File: src/vdc_pkg.sv
/*
 * Shared constants of the video deserializer control register bank:
 * register offsets, field positions, reset values and select codes.
 * Assumes a 10-bit control port, 8-bit registers and a 6-bit pin select.
 */
package vdc_pkg;
	localparam int unsigned ADDR_W    = 10;
	localparam int unsigned REG_W     = 8;
	localparam int unsigned PINS      = 8;
	localparam int unsigned SEL_W     = 6;

	// register offsets
	localparam logic [9:0] OFF_VIDEO_STATUS_INFO  = 10'h00E;
	localparam logic [9:0] OFF_PORT_PIN0_SELECT   = 10'h00F;
	localparam logic [9:0] OFF_PORT_PIN7_SELECT   = 10'h016;
	localparam logic [9:0] OFF_VIDEO_PATH_CONTROL = 10'h055;
	localparam logic [9:0] OFF_REF_CLOCK_CONTROL  = 10'h067;

	// video_status_info fields
	localparam int unsigned VSI_NEW_SYNC  = 0;
	localparam int unsigned VSI_EAV       = 1;
	localparam int unsigned VSI_SAV       = 2;
	localparam int unsigned VSI_LOCK      = 3;
	localparam int unsigned VSI_PEF_EN    = 4;
	localparam int unsigned VSI_DEDITH_EN = 5;
	localparam int unsigned VSI_VDEDIT_EN = 6;
	localparam int unsigned VSI_FRAME_EN  = 7;
	localparam logic [7:0]  VSI_RW_MASK   = 8'hF0;
	localparam logic [7:0]  VSI_RESET     = 8'h00;

	// video_path_control fields
	localparam int unsigned VPC_EXT_VCLK  = 0;
	localparam int unsigned VPC_SYNC_DET  = 1;
	localparam int unsigned VPC_LSB_CLIP  = 2;
	localparam int unsigned VPC_NRZI      = 4;
	localparam int unsigned VPC_DESCR     = 5;
	localparam logic [7:0]  VPC_RESET     = 8'h36;

	// reference_clock_control fields
	localparam int unsigned RCC_GATE_N    = 0;
	localparam int unsigned RCC_OSC_AMP   = 1;
	localparam logic [7:0]  RCC_RESET     = 8'h00;

	// pin select fields and power-on mapping
	localparam int unsigned SEL_DIR       = 5;
	localparam logic [5:0]  SEL_RESET [PINS] = '{
		6'h12, 6'h13, 6'h14, 6'h19, 6'h1C, 6'h04, 6'h1B, 6'h0E};

	// output select codes driven from this block
	localparam logic [4:0]  CODE_SAV      = 5'h0D;
	localparam logic [4:0]  CODE_EAV      = 5'h0E;
	localparam logic [4:0]  CODE_NEW_SYNC = 5'h0F;
	localparam logic [4:0]  CODE_LOCK     = 5'h1C;
	// input select codes, low four bits of 2Ch..2Eh
	localparam int unsigned IN_PEF        = 12;
	localparam int unsigned IN_DEDITH     = 13;
	localparam int unsigned IN_FRAME      = 14;

	// horizontal lines the new-sync flag is held at least
	localparam logic [1:0]  NEW_SYNC_HOLD_LINES = 2'h1;
endpackage

File: src/vdc_sel_if.sv
/*
 * Carrier between the register bank and its pin mapper.
 * Assumes both ends run on the same clock.
 */
`timescale 1ns/1ps
interface vdc_sel_if;
	logic [5:0]  sel [8];
	logic [31:0] status;
	logic [15:0] in_val;
	logic [15:0] in_hit;

	modport regs (output sel, output status, input in_val, input in_hit);
	modport mapper (input sel, input status, output in_val, output in_hit);
endinterface

File: src/vdc_regs.sv
/*
 * Control and configuration register bank of a serial video deserializer,
 * reached over the ancillary/control port (10-bit AD bus, port clock,
 * port select and read/write strobes), with the multi-function I/O port.
 * Assumes the video datapath supplies its event pulses on clk, and the
 * control port pins are asynchronous and sampled here.
 */
// How it works
// RULE1: new sync sets flag, held a line, retriggers
// RULE2: eav character clears new sync flag
// RULE3: eav and sav bits follow timing characters
// RULE4: lock bit only when locked and phase acquired
// RULE5: lock detect defaults to port bit four
// RULE6: pattern filter bit enables bar transition codes
// RULE7: dedither bits steer lsb and vblank dedithering
// RULE8: both dedither bits off after reset
// RULE9: external vclk turns clock input, bias pfd
// RULE10: trs detection only while sync detect set
// RULE11: lsb clip forces trs low bits zero
// RULE12: nrzi bit enables nrzi to nrz conversion
// RULE13: descramble bit enables standard descrambling
// RULE14: video control resets to 36h, software restores
// RULE15: oscillator gate low enables reference, resets enabled
// RULE16: crystal amplifier off at reset, external reference
// RULE17: pins map register bits, fixed power-on mapping
// RULE18: select bit five chooses input or output
// RULE19: low five select bits pick the function
// RULE20: output select code table with reserved codes
// RULE21: host writes address then data on clock
// RULE22: framing enable may come from a port pin
// RULE23: reserved codes drive zero, bad inputs ignored
`timescale 1ns/1ps
module vdc_regs (
	input  wire logic        clk,
	input  wire logic        rst_n,
	input  wire logic        ce,
	// control port pins
	input  wire logic        port_clk,
	input  wire logic        anc_or_ctrl_select,
	input  wire logic        rd_wr,
	input  wire logic [9:0]  ad_in,
	output logic      [9:0]  ad_out,
	output logic             ad_oe,
	// multi-function port pins
	input  wire logic [7:0]  mf_in,
	output logic      [7:0]  mf_out,
	output logic      [7:0]  mf_oe,
	// events from the video datapath
	input  wire logic        trs_new,
	input  wire logic        eav_seen,
	input  wire logic        sav_seen,
	input  wire logic        line_tick,
	input  wire logic        loop_locked,
	input  wire logic        phase_acquired,
	input  wire logic [31:0] status_in,
	// controls to the datapath
	output logic             trs_detect_enable,
	output logic             trs_low_bits_clear_enable,
	output logic             nrzi_enable,
	output logic             descramble_enable,
	output logic             pattern_edge_filter_enable,
	output logic             dedither_enable,
	output logic             vblank_dedither_enable,
	output logic             framing_enable,
	output logic             word_clock_is_input,
	output logic             bias_or_pfd_output,
	output logic             ref_osc_gate_n,
	output logic             internal_osc_amp_enable,
	output logic             lock_detect
);
	typedef enum logic [1:0] {VDC_IDLE, VDC_WDATA, VDC_READ} vdc_port_type;

	vdc_sel_if sif ();

	// pin synchronisers
	logic [12:0] meta_q, meta_d, sync_q, sync_d;
	logic        clk_last_q, clk_last_d;
	logic        port_edge;
	logic        s_port_clk, s_ctrl_n, s_rd;
	logic [9:0]  s_ad;

	// port sequencer
	vdc_port_type st_q, st_d;
	logic [9:0]  addr_q, addr_d;
	logic [9:0]  rdat_q, rdat_d;
	logic        oe_q, oe_d;
	logic        wr_en;
	logic [9:0]  wr_addr;
	logic [7:0]  wr_data;

	// registers
	logic [7:0]  vsi_q, vsi_d;
	logic [7:0]  vpc_q, vpc_d;
	logic [7:0]  rcc_q, rcc_d;
	logic [5:0]  sel_q [8];
	logic [5:0]  sel_d [8];

	// video status state
	logic        new_sync_q, new_sync_d, eav_q, eav_d, sav_q, sav_d;
	logic        lock_q, lock_d;
	logic [1:0]  hold_q, hold_d;

	function automatic logic is_pin_sel(input logic [9:0] a);
		return (a >= vdc_pkg::OFF_PORT_PIN0_SELECT) &&
			(a <= vdc_pkg::OFF_PORT_PIN7_SELECT);
	endfunction

	function automatic logic [2:0] pin_idx(input logic [9:0] a);
		logic [9:0] d;
		d = a - vdc_pkg::OFF_PORT_PIN0_SELECT;
		return d[2:0];
	endfunction

	// ---- synchroniser and port clock edge ----
	always_comb begin
		meta_d     = {port_clk, anc_or_ctrl_select, rd_wr, ad_in};
		sync_d     = meta_q;
		clk_last_d = sync_q[12];
	end

	assign s_port_clk = sync_q[12];
	assign s_ctrl_n   = sync_q[11];
	assign s_rd       = sync_q[10];
	assign s_ad       = sync_q[9:0];
	assign port_edge  = s_port_clk && !clk_last_q;

	always_ff @(posedge clk or negedge rst_n) begin
		if (!rst_n) begin
			meta_q     <= '0;
			sync_q     <= '0;
			clk_last_q <= 1'b0;
		end else if (ce) begin
			meta_q     <= meta_d;
			sync_q     <= sync_d;
			clk_last_q <= clk_last_d;
		end
	end

	// ---- control port: address phase then data phase ----
	always_comb begin
		st_d    = st_q;
		addr_d  = addr_q;
		rdat_d  = rdat_q;
		oe_d    = oe_q;
		wr_en   = 1'b0;
		wr_addr = addr_q;
		wr_data = s_ad[7:0];
		if (s_ctrl_n) begin
			st_d = VDC_IDLE;
			oe_d = 1'b0;
		end else if (port_edge) begin
			case (st_q)
				VDC_IDLE: begin
					addr_d = s_ad; // [RULE21]
					if (s_rd) begin
						st_d   = VDC_READ;
						rdat_d = {2'b00, read_mux(s_ad)};
						oe_d   = 1'b1;
					end else begin
						st_d = VDC_WDATA;
					end
				end
				VDC_WDATA: begin
					wr_en = 1'b1; // [RULE21]
					st_d  = VDC_IDLE;
				end
				VDC_READ: begin
					st_d = VDC_IDLE;
					oe_d = 1'b0;
				end
				default: begin
					st_d = VDC_IDLE;
					oe_d = 1'b0;
				end
			endcase
		end else if (st_q == VDC_READ && !s_rd) begin
			st_d = VDC_IDLE;
			oe_d = 1'b0;
		end
	end

	always_ff @(posedge clk or negedge rst_n) begin
		if (!rst_n) begin
			st_q   <= VDC_IDLE;
			addr_q <= '0;
			rdat_q <= '0;
			oe_q   <= 1'b0;
		end else if (ce) begin
			st_q   <= st_d;
			addr_q <= addr_d;
			rdat_q <= rdat_d;
			oe_q   <= oe_d;
		end
	end

	assign ad_out = rdat_q;
	assign ad_oe  = oe_q;

	function automatic logic [7:0] read_mux(input logic [9:0] a);
		logic [7:0] r;
		r = 8'h00;
		if (a == vdc_pkg::OFF_VIDEO_STATUS_INFO) begin
			r = vsi_q;
			r[vdc_pkg::VSI_NEW_SYNC] = new_sync_q;
			r[vdc_pkg::VSI_EAV]  = eav_q;
			r[vdc_pkg::VSI_SAV]  = sav_q;
			r[vdc_pkg::VSI_LOCK] = lock_q;
		end else if (a == vdc_pkg::OFF_VIDEO_PATH_CONTROL) begin
			r = vpc_q;
		end else if (a == vdc_pkg::OFF_REF_CLOCK_CONTROL) begin
			r = rcc_q;
		end else if (is_pin_sel(a)) begin
			r = {2'b00, sel_q[pin_idx(a)]};
		end
		return r;
	endfunction

	// ---- register writes ----
	always_comb begin
		vsi_d = vsi_q;
		vpc_d = vpc_q;
		rcc_d = rcc_q;
		for (int i = 0; i < 8; i++) begin
			sel_d[i] = sel_q[i];
		end
		if (wr_en) begin
			if (wr_addr == vdc_pkg::OFF_VIDEO_STATUS_INFO) begin
				vsi_d = wr_data & vdc_pkg::VSI_RW_MASK;
			end else if (wr_addr == vdc_pkg::OFF_VIDEO_PATH_CONTROL) begin
				vpc_d = wr_data; // [RULE14]
			end else if (wr_addr == vdc_pkg::OFF_REF_CLOCK_CONTROL) begin
				rcc_d = wr_data;
			end else if (is_pin_sel(wr_addr)) begin
				sel_d[pin_idx(wr_addr)] = wr_data[5:0]; // [RULE19]
			end
		end
	end

	always_ff @(posedge clk or negedge rst_n) begin
		if (!rst_n) begin
			vsi_q <= vdc_pkg::VSI_RESET; // [RULE8]
			vpc_q <= vdc_pkg::VPC_RESET; // [RULE14]
			rcc_q <= vdc_pkg::RCC_RESET; // [RULE15] [RULE16]
			for (int i = 0; i < 8; i++) begin
				sel_q[i] <= vdc_pkg::SEL_RESET[i]; // [RULE5] [RULE17]
			end
		end else if (ce) begin
			vsi_q <= vsi_d;
			vpc_q <= vpc_d;
			rcc_q <= rcc_d;
			for (int i = 0; i < 8; i++) begin
				sel_q[i] <= sel_d[i];
			end
		end
	end

	// ---- video status tracking ----
	always_comb begin
		new_sync_d = new_sync_q;
		hold_d = hold_q;
		eav_d  = eav_q;
		sav_d  = sav_q;
		lock_d = loop_locked && phase_acquired; // [RULE4]
		if (trs_detect_enable) begin // [RULE10]
			if (eav_seen) begin
				eav_d = 1'b1; // [RULE3]
				sav_d = 1'b0;
			end else if (sav_seen) begin
				sav_d = 1'b1; // [RULE3]
				eav_d = 1'b0;
			end
			if (new_sync_q && line_tick && hold_q != 2'h0) begin
				hold_d = hold_q - 2'h1;
			end
			if (new_sync_q && eav_seen && hold_q == 2'h0) begin
				new_sync_d = 1'b0; // [RULE2]
			end
			// a fresh character wins over the clearing eav
			if (trs_new) begin
				new_sync_d = 1'b1; // [RULE1]
				hold_d     = vdc_pkg::NEW_SYNC_HOLD_LINES;
			end
		end
	end

	always_ff @(posedge clk or negedge rst_n) begin
		if (!rst_n) begin
			new_sync_q <= 1'b0;
			hold_q <= '0;
			eav_q  <= 1'b0;
			sav_q  <= 1'b0;
			lock_q <= 1'b0;
		end else if (ce) begin
			new_sync_q <= new_sync_d;
			hold_q <= hold_d;
			eav_q  <= eav_d;
			sav_q  <= sav_d;
			lock_q <= lock_d;
		end
	end

	// ---- multi-function port ----
	always_comb begin
		for (int i = 0; i < 8; i++) begin
			sif.sel[i] = sel_q[i];
		end
		sif.status = status_in;
		sif.status[vdc_pkg::CODE_SAV]  = sav_q;
		sif.status[vdc_pkg::CODE_EAV]  = eav_q;
		sif.status[vdc_pkg::CODE_NEW_SYNC] = new_sync_q;
		sif.status[vdc_pkg::CODE_LOCK] = lock_q; // [RULE5]
	end

	vdc_pin_mux u_pin_mux (
		.clk     (clk),
		.rst_n   (rst_n),
		.ce      (ce),
		.pin_in  (mf_in),
		.pin_out (mf_out),
		.pin_oe  (mf_oe),
		.sif     (sif)
	);

	// ---- controls to the datapath ----
	assign trs_detect_enable          = vpc_q[vdc_pkg::VPC_SYNC_DET]; // [RULE10]
	assign trs_low_bits_clear_enable  = vpc_q[vdc_pkg::VPC_LSB_CLIP]; // [RULE11]
	assign nrzi_enable                = vpc_q[vdc_pkg::VPC_NRZI]; // [RULE12]
	assign descramble_enable          = vpc_q[vdc_pkg::VPC_DESCR]; // [RULE13]
	assign word_clock_is_input        = vpc_q[vdc_pkg::VPC_EXT_VCLK]; // [RULE9]
	assign bias_or_pfd_output         = vpc_q[vdc_pkg::VPC_EXT_VCLK]; // [RULE9]
	assign ref_osc_gate_n             = rcc_q[vdc_pkg::RCC_GATE_N]; // [RULE15]
	assign internal_osc_amp_enable    = rcc_q[vdc_pkg::RCC_OSC_AMP]; // [RULE16]
	assign vblank_dedither_enable     = vsi_q[vdc_pkg::VSI_VDEDIT_EN]; // [RULE7]
	assign lock_detect                = lock_q;

	// a pin mapped as input replaces the register bit
	assign pattern_edge_filter_enable = sif.in_hit[vdc_pkg::IN_PEF] ?
		sif.in_val[vdc_pkg::IN_PEF] : vsi_q[vdc_pkg::VSI_PEF_EN]; // [RULE6]
	assign dedither_enable = sif.in_hit[vdc_pkg::IN_DEDITH] ?
		sif.in_val[vdc_pkg::IN_DEDITH] : vsi_q[vdc_pkg::VSI_DEDITH_EN]; // [RULE7]
	assign framing_enable = sif.in_hit[vdc_pkg::IN_FRAME] ?
		sif.in_val[vdc_pkg::IN_FRAME] : vsi_q[vdc_pkg::VSI_FRAME_EN]; // [RULE22]
endmodule // vdc_regs

File: src/vdc_pin_mux.sv
/*
 * Multi-function port mapper: each pin follows its select code, either
 * driving a chosen status bit or feeding a chosen control function.
 * Assumes pin inputs are asynchronous to clk.
 */
`timescale 1ns/1ps
module vdc_pin_mux (
	input  wire logic       clk,
	input  wire logic       rst_n,
	input  wire logic       ce,
	input  wire logic [7:0] pin_in,
	output logic      [7:0] pin_out,
	output logic      [7:0] pin_oe,
	vdc_sel_if.mapper       sif
);
	logic [7:0]  meta_q, sync_q, meta_d, sync_d;
	logic [7:0]  out_d, out_q, oe_d, oe_q;

	function automatic logic is_reserved(input logic [4:0] c);
		return (c == 5'h00) || (c == 5'h05) || (c == 5'h06) ||
			((c >= 5'h0A) && (c <= 5'h0C));
	endfunction

	always_comb begin
		meta_d = pin_in;
		sync_d = meta_q;
		sif.in_val = '0;
		sif.in_hit = '0;
		for (int i = 0; i < 8; i++) begin
			out_d[i] = 1'b0;
			oe_d[i]  = 1'b0;
			if (!sif.sel[i][vdc_pkg::SEL_DIR]) begin // [RULE18]
				oe_d[i] = 1'b1;
				if (!is_reserved(sif.sel[i][4:0])) begin // [RULE23]
					out_d[i] = sif.status[sif.sel[i][4:0]]; // [RULE17] [RULE20]
				end
			end else if (!sif.sel[i][4]) begin // [RULE19]
				sif.in_hit[sif.sel[i][3:0]] = 1'b1;
				sif.in_val[sif.sel[i][3:0]] = sync_q[i];
			end
		end
	end

	always_ff @(posedge clk or negedge rst_n) begin
		if (!rst_n) begin
			meta_q <= '0;
			sync_q <= '0;
			out_q  <= '0;
			oe_q   <= '0;
		end else if (ce) begin
			meta_q <= meta_d;
			sync_q <= sync_d;
			out_q  <= out_d;
			oe_q   <= oe_d;
		end
	end

	assign pin_out = out_q;
	assign pin_oe  = oe_q;
endmodule // vdc_pin_mux

File: config.mk
export PLATFORM = sky130hd
export DESIGN_NAME = vdc_regs
export DESIGN_NICKNAME = d
export VERILOG_FILES = /design/src/vdc_pkg.sv /design/src/vdc_sel_if.sv /design/src/vdc_regs.sv /design/src/vdc_pin_mux.sv
export SDC_FILE = /design/constraint.sdc
export NUM_CORES = 1
export LEC_CHECK = 0
export ABC_CLOCK_PERIOD_IN_PS = 4390
export CORE_MARGIN = 3
export CORE_UTILIZATION = 70
export DETAILED_ROUTE_END_ITERATION = 7
export DONT_BUFFER_PORTS = 1
export PLACE_DENSITY = 0.86
export SKIP_CTS_REPAIR_TIMING = 1
export SLEW_MARGIN = 30
export SYNTH_ARGS = -nofsm -noshare
export SYNTH_HDL_FRONTEND = slang
export SYNTH_HIERARCHICAL = 1
export SYNTH_SLANG_ARGS = --single-unit
export TNS_END_PERCENT = 10
File: constraint.sdc
create_clock -name clk -period 4.39 [get_ports clk]
set_input_delay 0.439 -clock clk [delete_from_list [all_inputs] [get_ports clk]]
set_output_delay 0.439 -clock clk [all_outputs]
set_load 0.1 [all_outputs]
==> summary.md <==
| Metric | Value |
|---|---|
| Failing checks | `negative hold slack` |
| Avg Vias per Cell | `approximately 7.8` |
| Critical path type | `flop to output pin` |
| Worst setup margin | `about 1 ns` |
| Post-layout nets | `slightly below 900` |
| First-pass DRT Iterations | `5` |
| Combinational power share | `13.7%` |
| Cts bufs inserted | `17` |
| R2R setup slack | `1.45 ns` |
| Max Fanout on Critical Path | `7` |
| CP Launch Type | `flop` |
| Final core area utilization | `around three quarters` |
| Reg clk slew, reported paths | `~0.07 ns` |
| Placed Cells | `958` |
| Sink Count | `roughly 150` |
| Core area | `~0.013 mm2` |
| Worst-Margin Slew | `a little under 1 ns` |
| Most common cell after layout, fill and taps aside | `mux2_2` |
| Area growth, synth to finish | `5.08%` |
| Worst setup path end | `pattern_edge_filter_enable` |
| Setup TNS | `0 ns` |
| Commonest non-fill, non-tap cells in the layout | `132 x mux2_2, 128 x dfrtp_1, 59 x mux4_2` |
| Initial Util | `between 70% and 80%` |
| Hold slack | `-0.0806 ns` |
| Final setup violation count | `0` |
| Pwr Total | `between 3 and 4 mW` |
| Share of post-route cells with drive strength above 1 | `between 30% and 40%` |
| Mapped Cells | `roughly 860` |
| Max IR drop VDD | `between 0.0004 and 0.0005 V` |
| Sw frac | `32.2%` |
| Fin. Hold Viols | `18` |
| IO Pins | `102` |
| Antenna violations before repair | `0` |
| Die Ht | `approximately 120 um` |
| WP data required | `3.95 ns` |
| CTS Buffer Depth | `2` |
| WP data arrival | `approximately 3.0 ns` |
| CP Capture Type | `output pin` |
| Cells on worst reg2reg path | `7` |
| GPL Wtd Cong | `roughly 0.97` |
| CP max-delay cell | `dfstp_2` |
| Delay of the slowest cell on the worst path | `between 0.6 and 0.7 ns` |
| First-pass GRT wire length | `roughly 43 mm` |
| Pin count of the biggest net entering global routing | `155` |
| Row count | `42` |
| Vias in the first global route | `roughly 7500` |
| Worst r2r src | `addr_q[0]$_DFFE_PN0P_` |
| Die W | `around 120 um` |
| Cell area after synthesis | `a little under 0.01 mm2` |
| Storage cell area | `around 0.0039 mm2` |
| RSZ-0062 raised after global routing | `false` |
| Finished Layout Cells | `991` |
| Clk_lat worst skew | `about 0.42 ns` |
| DRC errors left | `0` |
| Final Cycle Share | `between 70% and 80%` |
| Fill count | `between 800 and 900` |
| Slew Limit Headroom | `between 30% and 40%` |
| Total number of vias | `7724` |
| MaxCap Viol Count | `0` |
| Switching pwr | `between 1 and 1.5 mW` |
| CTS H-tree depth | `4` |
| DIE AREA | `between 0.015 and 0.02 mm2` |
| Placement Setup Slack | `around 1.5 ns` |
| Leak pwr | `between 4 and 5 nW` |
| HP Class | `input pin to async pin` |
| Mapped Avg Cell Area | `between 10 and 15 um2` |
| Worst clock skew | `~0.007 ns` |
| Reg-to-Reg End | `sel_q[19]$_DFFE_PN0P_` |
| Grt total ovfl | `0` |
| Total track usage | `36.0%` |
| Worst-path cell chain | `nand4b_1 > nor3_1 > a21oi_1 > a21boi_0 > a31oi_1 > mux2_2` |
| Pint | `2.56 mW` |
| Root Driver | `clkbuf_16` |
| Crit path from | `sel_q[3]$_DFFE_PN1P_` |
| Final wirelength | `28.4 mm` |
| Area of the multi-input gates | `between 0.005 and 0.006 mm2` |
| Reg power frac | `48.4%` |
| Hpwl dp | `roughly 19 mm` |
| Outcome | `finished with violations` |
| Drt wl/cell | `28.7 um` |
| Pins Over Slew Limit | `0` |
| Routed Antenna Nets | `0` |
| Power share of the clock group | `between 30% and 40%` |
| Iteration-0 DRC Markers | `1212` |
| Fmax | `just under 300 MHz` |
| Antenna cells | `0` |
| CTS tree | `built` |
| Port Buffers | `0` |
| Post-layout min period | `roughly 3.4 ns` |
| YS warnings | `6` |
| Pwr/cell area | `approximately 370 mW/mm2` |
[worst min path at each step]
stage	startpoint	end	slack, ns	cells after the start
after global placement	rst_n	u_pin_mux/pin_oe[5]$_DFFE_PN0P_	0.15	0
after floorplan	rst_n	ad_oe$_DFFE_PN0P_	0.14	0
final	rst_n	u_pin_mux/pin_out[5]$_DFFE_PN0P_	-0.08	1
after global routing	rst_n	u_pin_mux/pin_out[5]$_DFFE_PN0P_	0.03	1
after CTS	rst_n	u_pin_mux/pin_out[1]$_DFFE_PN0P_	-0.31	0
after detailed placement	rst_n	u_pin_mux/pin_oe[5]$_DFFE_PN0P_	0.15	0
[layer usage]
| metal | global-route usage [%] | wire, um |
|---|---|---|
| met1 | 46.1 | 10400 |
| met2 | 55.2 | 12800 |
| met3 | 11.7 | 3570 |
| met4 | 19.0 | 1620 |
| met5 | 0 | 0 |
[power groups by stage]
stage / registers, mW / logic [mW] / clock network [mW]
floorplan: 1.75 / 0.460 / 0
global placement: 1.83 / 0.449 / 0
detailed placement: 1.84 / 0.473 / 0
CTS: 1.82 / 0.479 / 1.44
global route: 1.84 / 0.550 / 1.49
finish: 1.83 / 0.516 / 1.43
[metrics by stage]
step	hold WS, ns	cell area [um2]
floorplan	0.143	9800
global placement	0.147	9690
detailed placement	0.147	9690
CTS	-0.311	10300
global route	0.0343	10300
finish	-0.0806	10300
[worst max-delay path: cells and delay by family (launching register included)]
family	cells	cell delay, ns
AND/OR/NAND/NOR	2	0.85
flip-flops	1	0.64
multiplexers	1	0.53
AO/OA/AOI/OAI	3	0.49
[sequential cells by signal, indices dropped and copies added, names as in the netlist]
signal and count:
vsi_q 4, ad_oe 1, addr_q 10, rcc_q 8, u_pin_mux/pin_out 8, st_q 2
lock_detect 1, sync_q 13, u_pin_mux/meta_q 8, eav_q 1, u_pin_mux/pin_oe 8, sav_q 1
vpc_q 8, u_pin_mux/sync_q 8, meta_q 13, sel_q 48, ad_out 8, new_sync_q 1
clk_last_q 1, hold_q 2
[layout make-up]
type,count,area share [%]
inverter,23,0.838
clock buffer,18,4.26
timing repair buffer,6,0.632
sequential,154,37.7
multi-input combinational,600,53.1
tap,176,2.14
clock inverter,14,1.32
Note: power is estimated with default switching activity, not from simulation.
